$ cat config.mk
export PLATFORM = sky130hd
export DESIGN_NAME = halt_and_power_down_control
export DESIGN_NICKNAME = d
export VERILOG_FILES = /design/src/lowpower_pkg.sv /design/src/freeze_if.sv /design/src/halt_and_power_down_control.sv /design/src/pin_hold.sv
export SDC_FILE = /design/constraint.sdc
export NUM_CORES = 1
export LEC_CHECK = 0
export BUFFER_PORTS_ARGS = -buffer_cell sky130_fd_sc_hd__buf_2
export CAP_MARGIN = 10
export CORE_MARGIN = 2
export CORE_UTILIZATION = 50
export DETAILED_ROUTE_END_ITERATION = 8
export PLACE_DENSITY = 0.91
export SLEW_MARGIN = 10
export SYNTH_ARGS = -nofsm -noshare
export SYNTH_HDL_FRONTEND = slang
export SYNTH_HIERARCHICAL = 1
export SYNTH_SLANG_ARGS = --single-unit
$ cat constraint.sdc
create_clock -name clock -period 3 [get_ports clock]
set_input_delay 0.3 -clock clock [delete_from_list [all_inputs] [get_ports clock]]
set_output_delay 0.3 -clock clock [all_outputs]
set_load 0.03 [all_outputs]
$ cat src/lowpower_pkg.sv
// package: constants and types shared by the halt and power-down control block
// assumes: one 10 MHz clock, synchronous active-high reset
package lowpower_pkg;
    localparam logic [7:0] halt_opcode = 8'h01;
    localparam logic [11:0] reset_vector = 12'h000;
    localparam int clock_mhz = 10;
    // least oscillator-restart settle time before internal logic is trusted, in us
    localparam int restart_settle_us = 10;
    localparam int restart_settle_cycles = restart_settle_us * clock_mhz;
    localparam logic [7:0] port_reset_value = 8'hff;
    localparam logic [7:0] bus_reset_value = 8'h00;

    typedef enum logic [2:0] {
        st_run = 3'b000,
        st_halt = 3'b001,
        st_step_after_halt = 3'b010,
        st_pd_ram = 3'b011,
        st_pd_all = 3'b100
    } mode_t;

    // an opcode equal to the halt code
    function automatic logic is_halt(input logic [7:0] op);
        return op == halt_opcode;
    endfunction
endpackage

$ cat src/freeze_if.sv
// interface: freeze request and pin-hold controls between the mode fsm and pin holder
// assumes: both ends on the same clock
`timescale 1ns/100ps
`default_nettype none
interface freeze_if;
    logic clocks_stopped;
    logic pins_floated;
    logic resume_vector;
    modport ctrl (output clocks_stopped, output pins_floated, output resume_vector);
    modport hold (input clocks_stopped, input pins_floated, input resume_vector);
endinterface
`default_nettype wire

$ cat src/halt_and_power_down_control.sv
// halt and power-down control: halt opcode, interrupt/reset release, pin-driven power-down
// assumes: core presents opcode at each execute strobe; board drives reset, step,
// power-save and interrupt pins asynchronously
//
// Notes on behaviour
// [RQ1] opcode 01h at execute puts the core into halt.
// [RQ2] in halt the oscillator runs but internal clock enables stop and state is held.
// [RQ3] reset while halted leaves halt, resets and restarts at address 000h.
// [RQ4] interrupt wake with interrupts enabled runs one more instruction then services it.
// [RQ5] interrupt wake with interrupts disabled resumes after halt with no service.
// [RQ6] data bus and both port groups keep their pre-halt values during halt.
// [RQ7] test pin zero keeps its pre-halt status during halt.
// [RQ8] board lowers reset before power-save to enter ram-retention power-down.
// [RQ9] board holds reset low 10 ms before lowering power-save.
// [RQ10] board keeps reset low 10 us after power-save rises.
// [RQ11] leaving ram-retention power-down restarts through initialisation at address 0.
// [RQ12] board lowers single-step before power-save to enter full-retention power-down.
// [RQ13] leaving full-retention power-down resumes exactly from the held state.
// [RQ14] in power-down reset and step inputs are disabled and their pull-ups are off.
// [RQ15] in power-down test pin zero floats and its input path is disabled.
// [RQ16] the active-low interrupt pin only starts service when enabled; reset disables it.
`timescale 1ns/100ps
`default_nettype none
module halt_and_power_down_control
    import lowpower_pkg::*;
#(
    parameter int bus_width = 8
) (
    input wire logic clock,
    input wire logic rst,
    input wire logic reset_n_pin,
    input wire logic single_step_n_pin,
    input wire logic power_save_n_pin,
    input wire logic interrupt_n_pin,
    input wire logic test_pin_zero_in,
    input wire logic exec_strobe,
    input wire logic [7:0] exec_opcode,
    input wire logic enable_interrupts,
    input wire logic disable_interrupts,
    input wire logic [bus_width-1:0] core_data_bus,
    input wire logic core_data_bus_oe,
    input wire logic [7:0] core_port_one,
    input wire logic [7:0] core_port_two,
    input wire logic core_test_pin_zero,
    input wire logic core_test_pin_zero_oe,
    output logic core_clock_enable,
    output logic core_reset,
    output logic [11:0] restart_address,
    output logic take_interrupt,
    output logic interrupts_enabled_state,
    output logic oscillator_run,
    output logic reset_pullup_on,
    output logic step_pullup_on,
    output logic test_pin_zero_sampled,
    output logic [bus_width-1:0] data_bus_lines_out,
    output logic data_bus_lines_oe,
    output logic [7:0] port_one_lines_out,
    output logic port_one_lines_oe,
    output logic [7:0] port_two_lines_out,
    output logic port_two_lines_oe,
    output logic test_pin_zero_out,
    output logic test_pin_zero_oe,
    output mode_t mode
);
    initial begin
        if (bus_width != 8) begin
            $error("halt_and_power_down_control: bus_width must be 8");
        end
    end

    // -----------------------------------------------------------------
    // pin synchronisers
    // -----------------------------------------------------------------
    logic [4:0] sync_a;
    logic [4:0] sync_b;
    always_ff @(posedge clock) begin
        if (rst) begin
            sync_a <= 5'h1f;
            sync_b <= 5'h1f;
        end else begin
            sync_a <= {reset_n_pin, single_step_n_pin, power_save_n_pin,
                       interrupt_n_pin, test_pin_zero_in};
            sync_b <= sync_a;
        end
    end

    logic reset_low;
    logic step_low;
    logic save_low;
    logic irq_low;
    logic pd_mode;
    // reset and step are ignored while the oscillator is stopped
    assign pd_mode = (mode == st_pd_ram) || (mode == st_pd_all);
    assign reset_low = !sync_b[4] && !(pd_mode && save_low); // RQ14
    assign step_low = !sync_b[3] && !(pd_mode && save_low); // RQ14
    assign save_low = !sync_b[2];
    assign irq_low = !sync_b[1];

    // -----------------------------------------------------------------
    // interrupt enable state
    // -----------------------------------------------------------------
    always_ff @(posedge clock) begin
        if (rst || reset_low) begin
            interrupts_enabled_state <= 1'b0; // RQ16
        end else if (core_clock_enable && enable_interrupts) begin
            interrupts_enabled_state <= 1'b1;
        end else if (core_clock_enable && disable_interrupts) begin
            interrupts_enabled_state <= 1'b0;
        end
    end

    // -----------------------------------------------------------------
    // mode state machine
    // -----------------------------------------------------------------
    mode_t next_mode;
    logic wake_pending;
    logic ram_reset_pending;

    always_comb begin
        next_mode = mode;
        case (mode)
            st_run: begin
                if (save_low && reset_low) begin
                    next_mode = st_pd_ram; // RQ8
                end else if (save_low && step_low) begin
                    next_mode = st_pd_all; // RQ12
                end else if (exec_strobe && is_halt(exec_opcode)) begin
                    next_mode = st_halt; // RQ1
                end
            end
            st_halt: begin
                if (reset_low) begin
                    next_mode = st_run; // RQ3
                end else if (irq_low && interrupts_enabled_state) begin
                    next_mode = st_step_after_halt; // RQ4
                end else if (irq_low) begin
                    next_mode = st_run; // RQ5
                end
            end
            st_step_after_halt: begin
                // one instruction runs before the service entry
                if (reset_low) begin
                    next_mode = st_run;
                end else if (exec_strobe) begin
                    next_mode = st_run; // RQ4
                end
            end
            st_pd_ram: begin
                if (!save_low) begin
                    next_mode = st_run; // RQ11
                end
            end
            st_pd_all: begin
                if (!save_low && !step_low) begin
                    next_mode = st_run; // RQ13
                end
            end
            default: begin
                next_mode = st_run;
            end
        endcase
    end

    always_ff @(posedge clock) begin
        if (rst) begin
            mode <= st_run;
        end else begin
            mode <= next_mode;
        end
    end

    // interrupt service request: one pulse at the end of the extra instruction
    always_ff @(posedge clock) begin
        if (rst) begin
            wake_pending <= 1'b0;
        end else begin
            wake_pending <= (mode == st_step_after_halt) && exec_strobe && !reset_low; // RQ4
        end
    end

    // in run mode an enabled low interrupt also requests service
    always_comb begin
        take_interrupt = wake_pending
            || (mode == st_run && irq_low && interrupts_enabled_state); // RQ16
    end

    // leaving ram-retention power-down forces a reset until the reset pin is released
    always_ff @(posedge clock) begin
        if (rst) begin
            ram_reset_pending <= 1'b0;
        end else if (mode == st_pd_ram) begin
            ram_reset_pending <= 1'b1; // RQ11
        end else if (!reset_low) begin
            ram_reset_pending <= 1'b0;
        end
    end

    // -----------------------------------------------------------------
    // core controls
    // -----------------------------------------------------------------
    always_ff @(posedge clock) begin
        if (rst) begin
            core_clock_enable <= 1'b1;
            core_reset <= 1'b1;
            restart_address <= reset_vector;
            oscillator_run <= 1'b1;
            reset_pullup_on <= 1'b1;
            step_pullup_on <= 1'b1;
        end else begin
            // internal clocks stop in halt and power-down; held state stays
            core_clock_enable <= (next_mode == st_run) || (next_mode == st_step_after_halt)
                && !step_low; // RQ2 RQ13
            core_reset <= reset_low || ram_reset_pending; // RQ3 RQ11
            restart_address <= reset_vector; // RQ3 RQ11
            oscillator_run <= !(pd_mode && save_low);
            reset_pullup_on <= !(pd_mode && save_low); // RQ14
            step_pullup_on <= !(pd_mode && save_low); // RQ14
        end
    end

    // test pin zero input path is cut while powered down
    always_ff @(posedge clock) begin
        if (rst) begin
            test_pin_zero_sampled <= 1'b0;
        end else if (!pd_mode) begin
            test_pin_zero_sampled <= sync_b[0]; // RQ15
        end
    end

    // -----------------------------------------------------------------
    // pin holders
    // -----------------------------------------------------------------
    freeze_if fz ();
    assign fz.clocks_stopped = (mode == st_halt) || pd_mode; // RQ6 RQ7
    assign fz.pins_floated = pd_mode; // RQ15
    assign fz.resume_vector = ram_reset_pending;

    pin_hold #(.width(bus_width)) data_hold (
        .clock(clock),
        .rst(rst),
        .fz(fz),
        .core_value(core_data_bus),
        .core_enable(core_data_bus_oe),
        .reset_value(bus_reset_value),
        .pin_out(data_bus_lines_out),
        .pin_oe(data_bus_lines_oe)
    );

    pin_hold #(.width(8)) port_one_hold (
        .clock(clock),
        .rst(rst),
        .fz(fz),
        .core_value(core_port_one),
        .core_enable(1'b1),
        .reset_value(port_reset_value),
        .pin_out(port_one_lines_out),
        .pin_oe(port_one_lines_oe)
    );

    pin_hold #(.width(8)) port_two_hold (
        .clock(clock),
        .rst(rst),
        .fz(fz),
        .core_value(core_port_two),
        .core_enable(1'b1),
        .reset_value(port_reset_value),
        .pin_out(port_two_lines_out),
        .pin_oe(port_two_lines_oe)
    );

    pin_hold #(.width(1)) test_zero_hold (
        .clock(clock),
        .rst(rst),
        .fz(fz),
        .core_value(core_test_pin_zero),
        .core_enable(core_test_pin_zero_oe),
        .reset_value(1'b0),
        .pin_out(test_pin_zero_out),
        .pin_oe(test_pin_zero_oe)
    );
endmodule
`default_nettype wire

$ cat src/pin_hold.sv
// pin hold: latches core pin values, keeps them while frozen, floats them in power-down
// assumes: core values arrive on the same clock
`timescale 1ns/100ps
`default_nettype none
module pin_hold
    import lowpower_pkg::*;
#(
    parameter int width = 8
) (
    input wire logic clock,
    input wire logic rst,
    freeze_if.hold fz,
    input wire logic [width-1:0] core_value,
    input wire logic core_enable,
    input wire logic [width-1:0] reset_value,
    output logic [width-1:0] pin_out,
    output logic pin_oe
);
    initial begin
        if (width < 1) begin
            $error("pin_hold: width must be at least one");
        end
    end

    // hold value follows core while running, freezes while clocks are stopped
    always_ff @(posedge clock) begin
        if (rst) begin
            pin_out <= reset_value;
        end else if (!fz.clocks_stopped && fz.resume_vector) begin
            // restart from ram retention shows reset levels until reset is released
            pin_out <= reset_value;
        end else if (!fz.clocks_stopped) begin
            pin_out <= core_value;
        end
    end

    always_ff @(posedge clock) begin
        if (rst) begin
            pin_oe <= 1'b0;
        end else if (fz.pins_floated) begin
            pin_oe <= 1'b0;
        end else if (!fz.clocks_stopped) begin
            pin_oe <= core_enable;
        end
    end
endmodule
`default_nettype wire

=== Word level (Yosys, flattened, before mapping) ===
Cells that the tools add are included.

* Eq/ne operators: 7
* Multiplexer cells: 15
* Reductions and logical operators: 35

{| class="wikitable"
|+ Operators by type and width
! cell !! count
|-
| $mux 3 || 10
|-
| $logic_and 1x1->1 || 16
|-
| $pmux 3 s5 || 1
|-
| $eq 3x2->1 const B || 3
|-
| $eq 8x1->1 const B || 1
|-
| $logic_not 1->1 || 8
|-
| $logic_not 3->1 || 2
|-
| $logic_or 1x1->1 || 6
|-
| $mux 1 || 4
|-
| $reduce_or 2->1 || 2
|-
| $eq 3x1->1 const B || 1
|-
| $eq 3x3->1 const B || 1
|-
| $ne 2x1->1 const B || 1
|-
| $reduce_bool 2->1 || 1
|}

* Register bits after elaboration: 48
* Output and inout bits: 52
* Logic and storage cells: 74

=== Depth between registers and ports, before layout ===
Gate-level depths: netlist of the first run.

* Depth after elaboration: 12
* Depth in mapped cells: 6

=== By module ===
Netlist of the first run, hierarchy kept.

{| class="wikitable"
|+ Modules (own cells, without submodules)
! module !! instances !! cells each !! area an instance (µm²) !! sequential area each (µm²)
|-
| pin_hold at data_hold ... || 3 || 22 || 392.9 || 260.2
|-
| halt_and_power_down_control || 1 || 98 || 903.4 || 400.4
|-
| pin_hold at test_zero_hold || 1 || 8 || 96.3 || 50.0
|}

=== Least setup slack after synthesis of the first run ===
No wires, ideal clock.

* Path type: register -> register
* Start: reg mode[2]
* End: reg port_one_hold.pin_out[0] (data pin)
* Setup time: 0.260 ns
* Data arrival time: 1.842 ns
* Data required time: 2.740 ns
* Path slack: 0.898 ns
* Stages on the path, launching flop included: 6
* Path buffers: 0
* Cells stage by stage: dfxtp_1 -> nor3b_2 -> or2_2 -> inv_2 -> a21oi_4 -> mux2_2

* Word-level cells in the longest chain between the ends: 6

{| class="wikitable"
|+ RTL lines
! what !! line !! source
|-
| start, declared || halt_and_power_down_control.sv:63 || <nowiki>output mode_t mode</nowiki>
|-
| start signal, assigned || halt_and_power_down_control.sv:166 || <nowiki>mode <= st_run;</nowiki>
|-
| start signal, assigned || halt_and_power_down_control.sv:168 || <nowiki>mode <= next_mode;</nowiki>
|-
| $eq 3x2->1 or $eq 3x3->1 (tied branches) || halt_and_power_down_control.sv:93 || <nowiki>assign pd_mode = (mode == st_pd_ram) || (mode == st_pd_all);</nowiki>
|-
| $logic_or 1x1->1 || halt_and_power_down_control.sv:93 ||
|-
| $logic_or 1x1->1 (*) || halt_and_power_down_control.sv:234 || <nowiki>assign fz.clocks_stopped = (mode == st_halt) || pd_mode;</nowiki>
|-
| named net fz.clocks_stopped || freeze_if.sv:6 || <nowiki>logic clocks_stopped;</nowiki>
|-
| $logic_not 1->1 (*) || - ||
|-
| $logic_and 1x1->1 (*) || pin_hold.sv:29 || <nowiki>end else if (!fz.clocks_stopped && fz.resume_vector) begin</nowiki>
|-
| $reduce_or 2->1 (no line) (*) || - ||
|-
| end signal, assigned || pin_hold.sv:28 || <nowiki>pin_out <= reset_value;</nowiki>
|-
| end signal, assigned || pin_hold.sv:31 || <nowiki>pin_out <= reset_value;</nowiki>
|-
| end signal, assigned || pin_hold.sv:33 || <nowiki>pin_out <= core_value;</nowiki>
|-
| end, declared || pin_hold.sv:16 || <nowiki>output logic [width-1:0] pin_out,</nowiki>
|}

Mark *: on every way through the listed nets, which the timed path passes. The rest lies on a longest branch.
A chain may end at the register's enable or synchronous reset.

=== Worst setup path after layout of the first run ===
* Start: reg mode[0]
* End: reg port_two_hold.pin_out[6] (data pin)

* Word-level cells in the longest chain between the ends: 6

{| class="wikitable"
|+ RTL lines
! what !! line
|-
| $eq 3x2->1 or $eq 3x3->1 (tied branches) || halt_and_power_down_control.sv:93
|-
| $logic_or 1x1->1 || halt_and_power_down_control.sv:93
|-
| $logic_or 1x1->1 (*) || halt_and_power_down_control.sv:234
|-
| named net fz.clocks_stopped || freeze_if.sv:6
|-
| $logic_not 1->1 (*) || -
|-
| $logic_and 1x1->1 (*) || pin_hold.sv:29
|-
| $reduce_or 2->1 (no line) (*) || -
|-
| end signal, assigned || pin_hold.sv:28
|-
| end signal, assigned || pin_hold.sv:31
|-
| end signal, assigned || pin_hold.sv:33
|-
| end, declared || pin_hold.sv:16
|}

Marks and branches as above.

==> qor.yml, run 1 <==
drt_pass1_iterations: 4
reg_to_reg_start: "mode[0]$_SDFF_PP0_"
setup.worst_path.start_class: "flop"
ff2ff_setup_slack_ns: 0.85
synth_area_per_cell_um2: 12.66
grt_antenna_before_repair: 0
hp-start: "single_step_n_pin"
whs_endpoint: "sync_a[3]$_SDFF_PP1_"
yosys_warning_total: 6
crit_path_start: "mode[0]$_SDFF_PP0_"
worst_ep_arrival_time_ns: 2.19
slew_headroom_pct: 62.80
wl_per_cell_um: 11.44
clock-skew-final_ns: 0.007232
cts_hold_buf: 0
rsz_0062_raised_after_global_routing: "no"
gp_routability_congestion: 0.8645
ir_drop_v: 0.0003012
overflow: 0
syn_inst: 172
max_cap_viol_count: 0
timing_worst_setup_path_type: "flop to flop"
tritoncts.num_buffers: 5
finalNonFillerCells: 336
detailed_place_hpwl_mm: 3.000
diodes: 0
number_of_cells_upsized_or_downsized_after_cts: 0
height_of_the_die_um: 70.01
grt_pass1_vias: 1407
fmaxAchievable_mhz: 465.3
design.die.area_mm2: 0.004901
globalRouteTotalUtil_pct: 16.24
hold-worst-slack_ns: 0.1931
report.final.setup_viol: 0
post-cts-setup-buffer-count: 0
clock-root-buffer: "clkbuf_8"
buffer_ports.inserted: 84
placedInstanceArea_mm2: 0.002675
routed_wl_mm: 3.843
reg2reg_depth: 5
holdPathStages: 2
initial_cell_density_of_the_core_pct: 51.09
final_min_period_over_clock_period_pct: 71.64
postSynth.asyncResetShare_pct: 0
ratio_of_cells_with_drive_above_1_in_the_final_layout_pct: 48.59
mappedNetlistArea_mm2: 0.002178
overall_via_count_from_detail_route: 1537
grt_start_max_net_pins: 31
num_io_pins: 97
tritoncts_num_sinks: 49
worstHoldPathType: "input pin to flop"
count_of_flip_flops_with_a_built_in_enable_after_synthesis: 25
postRouteAntennaNets: 0
required_ns: 3.04
numPlacedInstances: 328
layout.nets: 328
period_minus_slack_ns: 2.149
setup-tns-final_ns: 0
number_of_levels_the_h_tree_was_split_into: 2
status: "complete, no violations"
final.fill_count: 346
worst-path-max-fanout: 12
synth_cell_types: 37
die_w_um: 70.01
tritoncts: "yes"
placeableCoreArea_mm2: 0.004264
layout.cell_area.non_filler_mm2: 0.002755
drt_iter0_drc: 83
worst_slew_pin_slew_ns: 0.5580
number_of_rows_in_the_core_area: 24
drc: 0
power_density_mw_per_mm2: 486.3
setup.worst_path.end_class: "flop"
timing_hold_violations_final: 0
number_of_pins_exceeding_their_max_slew_limit_in_the_final_report: 0
crit-reg2reg-capture: "port_two_hold/pin_out[6]$_DFFE_PP_"
grt_pass1_wl_mm: 6.244
via_per_inst: 4.574
cts.clk_slew.worst_paths_ns: 0.08
clock_latency_ns: 0.29
synth_seq_area_share_pct: 56.52
power.static_leakage_nw: 1.233
ctsLongestPathBuffers: 2
areaGrowthSynthToFinish_pct: 26.48
ys_seq_elements: 49
postSynth.topFlopCell: "edfxtp_1"
-- synth_stat cells, drive strengths merged, types with 2 or more instances --
library cell  instances  area share (%)
edfxtp               25              34
mux2                 25              13
dfxtp                24              22
buf                  16             5.7
or2                  12             3.4
nor2                  9             1.6
inv                   8             1.4
nor3                  8             1.8
a21oi                 7             3.8
nand2                 6             1.0
mux2i                 5             2.3
or2b                  4             1.4
a211oi                2            0.92
a32oi                 2            0.80
conb                  2            0.34
nor4                  2            0.86
o22ai                 2            0.57
or3                   2            0.57
-- worst max path at each step --
stage / to / slack, ns / cells past startpoint
3_5_place_dp: port_one_hold/pin_out[6]$_DFFE_PP_ / 0.84 / 5
6_report: port_two_hold/pin_out[6]$_DFFE_PP_ / 0.85 / 5
3_3_place_gp: port_one_hold/pin_out[0]$_DFFE_PP_ / 0.93 / 5
5_1_grt: port_two_hold/pin_out[5]$_DFFE_PP_ / 0.69 / 5
4_1_cts: port_one_hold/pin_out[6]$_DFFE_PP_ / 0.83 / 5
2_1_floorplan: port_one_hold/pin_out[0]$_DFFE_PP_ / 0.90 / 5
-- registers in the layout, indices dropped and copies added (netlist names), 3 cells and up --
name and flops:
data_hold/pin_out 8, sync_a 5, port_two_hold/pin_out 8, port_one_hold/pin_out 8, sync_b 5, mode 3
-- per-stage QoR --
| stage | power, mW | utilization (%) | worst slack [ns] |
|---|---|---|---|
| final | 1.340 | 64.61 | 0.8507 |
| after global routing | 1.401 | 64.61 | 0.6931 |
| after CTS | 1.358 | 64.61 | 0.8339 |
| after detailed placement | 1.004 | 62.73 | 0.8384 |
| after global placement | 0.9964 | 62.73 | 0.9334 |
| after floorplan | 0.9421 | - | 0.8983 |
-- layout make-up --
type	count	area, um2	share of cell area, %
Sequential cell	49	1231	44.69
Multi-Input combinational cell	135	928.4	33.70
Timing Repair Buffer	84	420.4	15.26
Clock buffer	7	76.32	2.770
Tap cell	52	65.06	2.361
Inverter	8	30.03	1.090
Clock inverter	1	3.754	0.1362
-- report_power, final --
group          switching [mW]  internal (mW)
clock network           0.191          0.162
logic                   0.144         0.0813
registers              0.0143          0.746
total                   0.350          0.990
-- cell families (layout without fill, tap and decap cells) --
logic type / after synthesis / after routing / synth area share [%]
compound gates: 19 / 19 / 8.329
buf+inv: 25 / 100 / 7.237
flops: 49 / 49 / 56.52
mux: 30 / 30 / 15.22
other cells: 2 / 39 / 0.3448
simple gates: 47 / 47 / 12.35
-- worst max-delay path, stage by stage, from the launching register on --
cell and delay [ns]:
dfxtp_1 0.56, nor2b_2 0.30, or2_2 0.32, inv_2 0.08
a21oi_4 0.27, mux2_2 0.38
-- metal layers --
metal	GRT usage, %	vias up	share of wire [%]
met5	0	-	0
met4	5.128	0	0.70
met3	6.061	2	8.4
met2	27.41	69	51
met1	19.23	683	40
li1	-	783	-
-- cells in the final DEF (no fill, tap or decap), types with 2 or more instances in the layout --
master     n
mux2i_1    5
inv_1      4
or3_1      2
clkbuf_1   2
edfxtp_1  25
buf_2     84
inv_2      4
nor3_1     8
nand2_1    6
or2b_1     4
dfxtp_1   24
a21oi_1    2
a32oi_1    2
a21oi_4    4
conb_1    39
mux2_2    24
or2_2     11
o22ai_1    2
nor2_1     9
clkbuf_8   5
Power figures use the tool's default switching activity.
==> run 2: changes to the inputs <==
CORE_UTILIZATION = 42   (was 50)
PLACE_DENSITY = 0.82   (was 0.91)
clock period = 1.8 ns   (was 3 ns; I/O delays follow)
==> qor.yml, run 2 (synthesis results as in run 1) <==
grt_pass1_wl_mm: 6.327
cts.clk_slew.worst_paths_ns: 0.08
fin_ws_ns: 0.08518
power.static_leakage_nw: 1.284
overall_via_count_from_detail_route: 1598
areaGrowthSynthToFinish_pct: 31.36
overflow: 0
final.fill_count: 461
timing_worst_setup_path_type: "flop to flop"
via_per_inst: 4.414
clock-root-buffer: "clkbuf_8"
finalNonFillerCells: 362
postRouteAntennaNets: 0
diodes: 0
design.die.area_mm2: 0.005778
tritoncts: "yes"
timing_hold_violations_final: 0
worst_ep_arrival_time_ns: 1.76
drt_iter0_drc: 58
ctsLongestPathBuffers: 2
period_minus_slack_ns: 1.715
multi_input_combinational_cell_area_um2: 940.9
grt_start_max_net_pins: 17
rsz_0062_raised_after_global_routing: "yes"
register_area_mm2: 0.001240
initial_cell_density_of_the_core_pct: 43.20
largest_registers: "data_hold/pin_out x8, port_one_hold/pin_out x8, port_two_hold/pin_out x8"
number_of_rows_in_the_core_area: 26
routed_wl_mm: 4.015
detailed_place_hpwl_mm: 3.047
placeableCoreArea_mm2: 0.005042
die_w_um: 76.02
numPlacedInstances: 352
max_cap_viol_count: 0
layout_common_cells: "84 x buf_2, 39 x conb_1, 25 x edfxtp_1, 23 x mux2_2, 21 x dfxtp_1"
tritoncts_num_sinks: 49
worstHoldPathType: "input pin to flop"
drt_pass1_iterations: 4
drc: 0
status: "complete, no violations"
clock_latency_ns: 0.29
hold-worst-slack_ns: 0.06558
buffer_ports.inserted: 84
num_io_pins: 97
reg_to_reg_start: "mode[2]$_SDFF_PP0_"
crit_path_start: "mode[2]$_SDFF_PP0_"
number_of_pins_exceeding_their_max_slew_limit_in_the_final_report: 0
globalRouteTotalUtil_pct: 13.62
ratio_of_cells_with_drive_above_1_in_the_final_layout_pct: 51.71
preCtsSetupSlack_ns: 0.05649
hp-start: "power_save_n_pin"
gp_routability_congestion: 0.8310
setup.worst_path.end_class: "flop"
total_power_mw: 2.247
layout.nets: 336
wl_per_cell_um: 11.09
height_of_the_die_um: 76.02
power_density_mw_per_mm2: 785.2
ir_drop_v: 0.0004330
clock-skew-final_ns: 0.005091
worst-path-max-fanout: 8
tritoncts.num_buffers: 5
grt_antenna_before_repair: 0
final_min_period_over_clock_period_pct: 95.27
required_ns: 1.84
setup.worst_path.start_class: "flop"
report.final.setup_viol: 0
number_of_levels_the_h_tree_was_split_into: 2
most_common_library_cell_in_the_layout_ignoring_fill_and_taps: "buf_2"
fmaxAchievable_mhz: 583.2
grt_pass1_vias: 1457
[run 2: area by class of cell]
type	count	area share, %
Multi-Input combinational cell	135	32.88
Tap cell	70	3.061
Timing Repair Buffer	92	16.79
Clock buffer	6	2.536
Inverter	8	1.049
Sequential cell	49	43.33
Clock inverter	2	0.3498
[run 2: timing repair]
item / CTS / global route
setup buffers: 0 / 2
setup endpoints to repair: 0 / 16
hold buffers: 0 / 0
resized for setup: 0 / 1
[run 2: worst paths after layout]
kind,depth (start not counted),slack [ns],to
worst min-delay path,2,0.07,sync_a[2]$_SDFF_PP1_
worst min register to register,1,0.41,sync_b[2]$_SDFF_PP1_
worst max register to register,5,0.09,port_two_hold/pin_out[7]$_DFFE_PP_
worst max-delay path,5,0.09,port_two_hold/pin_out[7]$_DFFE_PP_
[run 2: power by group]
group / internal (mW) / switching (mW)
clock: 0.269 / 0.329
combinational: 0.140 / 0.243
sequential: 1.24 / 0.0232
[run 2: through the flow]
| stage | instance area (um2) | setup TNS (ns) | utilization, % |
|---|---|---|---|
| after global routing | 2861 | -0.05378 | 56.75 |
| final | 2861 | 0 | 56.75 |
| after CTS | 2844 | 0 | 56.40 |
| after floorplan | 2340 | -1.232 | - |
| after detailed placement | 2761 | 0 | 54.76 |
| after global placement | 2761 | 0 | 54.76 |
[run 2: metal layers]
| metal | global-route usage, % | vias up | wire length, um |
|---|---|---|---|
| li1 | - | 799 | - |
| met4 | 4.909 | 0 | 51 |
| met2 | 24.46 | 68 | 1997 |
| met1 | 15.26 | 725 | 1678 |
| met5 | 0 | - | 0 |
| met3 | 4.147 | 6 | 287 |
[run 2: worst max-delay path, stage by stage, from the launching register on]
cell	delay, ns
dfxtp_4	0.38
nor3b_4	0.19
or2_4	0.19
inv_2	0.05
a21oi_4	0.28
mux2_2	0.37
==> run 3: changes to the inputs <==
REMOVE_ABC_BUFFERS = 1   (was default)
==> qor.yml, run 3 (synthesis results as in run 1) <==
routed_wl_mm: 3.945
setup.worst_path.end_class: "flop"
ratio_of_cells_with_drive_above_1_in_the_final_layout_pct: 51.03
cp_cell_sequence: "nor2b_2, or2_2, buf_4, inv_2, a21oi_4, mux2_2"
design.die.area_mm2: 0.005778
wl_per_cell_um: 10.90
max_stage_delay_ns: 0.35
number_of_pins_exceeding_their_max_slew_limit_in_the_final_report: 0
areaGrowthSynthToFinish_pct: 30.84
ctsLongestPathBuffers: 2
number_of_levels_the_h_tree_was_split_into: 2
die_w_um: 76.02
worst_ep_arrival_time_ns: 1.78
overflow: 0
layout.nets: 336
hold-worst-slack_ns: 0.06291
grt_start_max_net_pins: 27
most_common_library_cell_in_the_layout_ignoring_fill_and_taps: "buf_2"
worstHoldPathType: "input pin to flop"
setup.worst_path.start_class: "flop"
final_min_period_over_clock_period_pct: 96.00
drc: 0
buffer_ports.inserted: 84
postRouteAntennaNets: 0
finalNonFillerCells: 362
diodes: 0
worst_slew_pin_slew_ns: 0.5293
gp_routability_congestion: 0.7904
period_minus_slack_ns: 1.728
layout_common_cells: "84 x buf_2, 39 x conb_1, 25 x edfxtp_1, 24 x dfxtp_1, 24 x mux2_2"
grt_pass1_wl_mm: 6.389
setup-tns-final_ns: 0
number_of_rows_in_the_core_area: 26
drt_pass1_iterations: 4
initial_cell_density_of_the_core_pct: 43.20
tritoncts: "yes"
tritoncts_num_sinks: 49
grt_pass1_vias: 1471
status: "complete, no violations"
slew_headroom_pct: 64.71
report.final.setup_viol: 0
globalRouteTotalUtil_pct: 13.70
grt_antenna_before_repair: 0
ir_drop_v: 0.0003814
numPlacedInstances: 353
power_density_mw_per_mm2: 794.7
rsz_0062_raised_after_global_routing: "no"
overall_via_count_from_detail_route: 1575
fmaxAchievable_mhz: 578.7
clock-skew-final_ns: 0.005166
height_of_the_die_um: 76.02
max_cap_viol_count: 0
power.static_leakage_nw: 1.277
clock_latency_ns: 0.29
worst-path-max-fanout: 8
timing_worst_setup_path_type: "flop to flop"
num_io_pins: 97
drt_iter0_drc: 43
worst_path_max_delay_cell: "dfxtp_1"
timing_hold_violations_final: 0
largest_registers: "data_hold/pin_out x8, port_one_hold/pin_out x8, port_two_hold/pin_out x8"
placeableCoreArea_mm2: 0.005042
required_ns: 1.85
clock-root-buffer: "clkbuf_8"
detailed_place_hpwl_mm: 2.997
tritoncts.num_buffers: 5
via_per_inst: 4.351
cts.clk_slew.worst_paths_ns: 0.08
[run 3: final timing paths]
| path | start | to | slack, ns | cells after the start |
|---|---|---|---|---|
| worst min register to register | sync_a[1]$_SDFF_PP1_ | sync_b[1]$_SDFF_PP1_ | 0.41 | 1 |
| worst max register to register | mode[0]$_SDFF_PP0_ | data_hold/pin_out[6]$_DFFE_PP_ | 0.07 | 6 |
| worst min-delay path | reset_n_pin | sync_a[4]$_SDFF_PP1_ | 0.06 | 2 |
| worst max-delay path | mode[0]$_SDFF_PP0_ | data_hold/pin_out[6]$_DFFE_PP_ | 0.07 | 6 |
[run 3: power breakdown]
group          internal [mW]  switching (mW)  leakage (nW)
Combinational          0.139           0.243         0.771
Sequential              1.24          0.0219         0.462
Clock                  0.268           0.349        0.0439
Total                   1.65           0.613          1.28
[run 3: cell type report]
cell class | count | area, um2
Clock buffer | 5 | 68.82
Sequential cell | 49 | 1231
Timing Repair Buffer | 92 | 480.5
Multi-Input combinational cell | 135 | 934.6
Tap cell | 70 | 87.58
Inverter | 8 | 30.03
Fill cell | 455 | 2192
Clock inverter | 3 | 17.52
[run 3: repair_timing]
item | in CTS | in global routing
buffers inserted | 0 | 1
cloned | 0 | 0
setup endpoints to repair | 2 | 16
gates resized for setup | 1 | 0
pin swaps | 1 | 1
hold buffers | 0 | 0
[run 3: per-layer routing]
metal | wire length (um) | part of all wire, % | track usage (%) | vias up
li1 | - | - | - | 796
met3 | 280 | 7.1 | 3.673 | 4
met5 | 0 | 0 | 0 | -
met1 | 1690 | 43 | 15.52 | 718
met4 | 34 | 0.86 | 6.000 | 0
met2 | 1940 | 49 | 24.29 | 57
[run 3: through the flow]
stage	worst slack [ns]	cell area, um2	power, mW	utilization, %
global placement	0.06749	2750	1.666	54.54
global route	0.002603	2850	2.359	56.53
detailed placement	0.008072	2750	1.675	54.54
floorplan	-0.3587	2190	1.547	-
finish	0.07195	2850	2.265	56.53
CTS	0.01029	2843	2.294	56.38
[run 3: worst max-delay path: cells and delay by family (launching register included)]
kind | cells | cell delay (ns)
and+or+nand+nor | 2 | 0.49
buffers and inverters | 2 | 0.24
AOI/OAI and AO/OA | 1 | 0.09
DFF | 1 | 0.35
muxes | 1 | 0.31
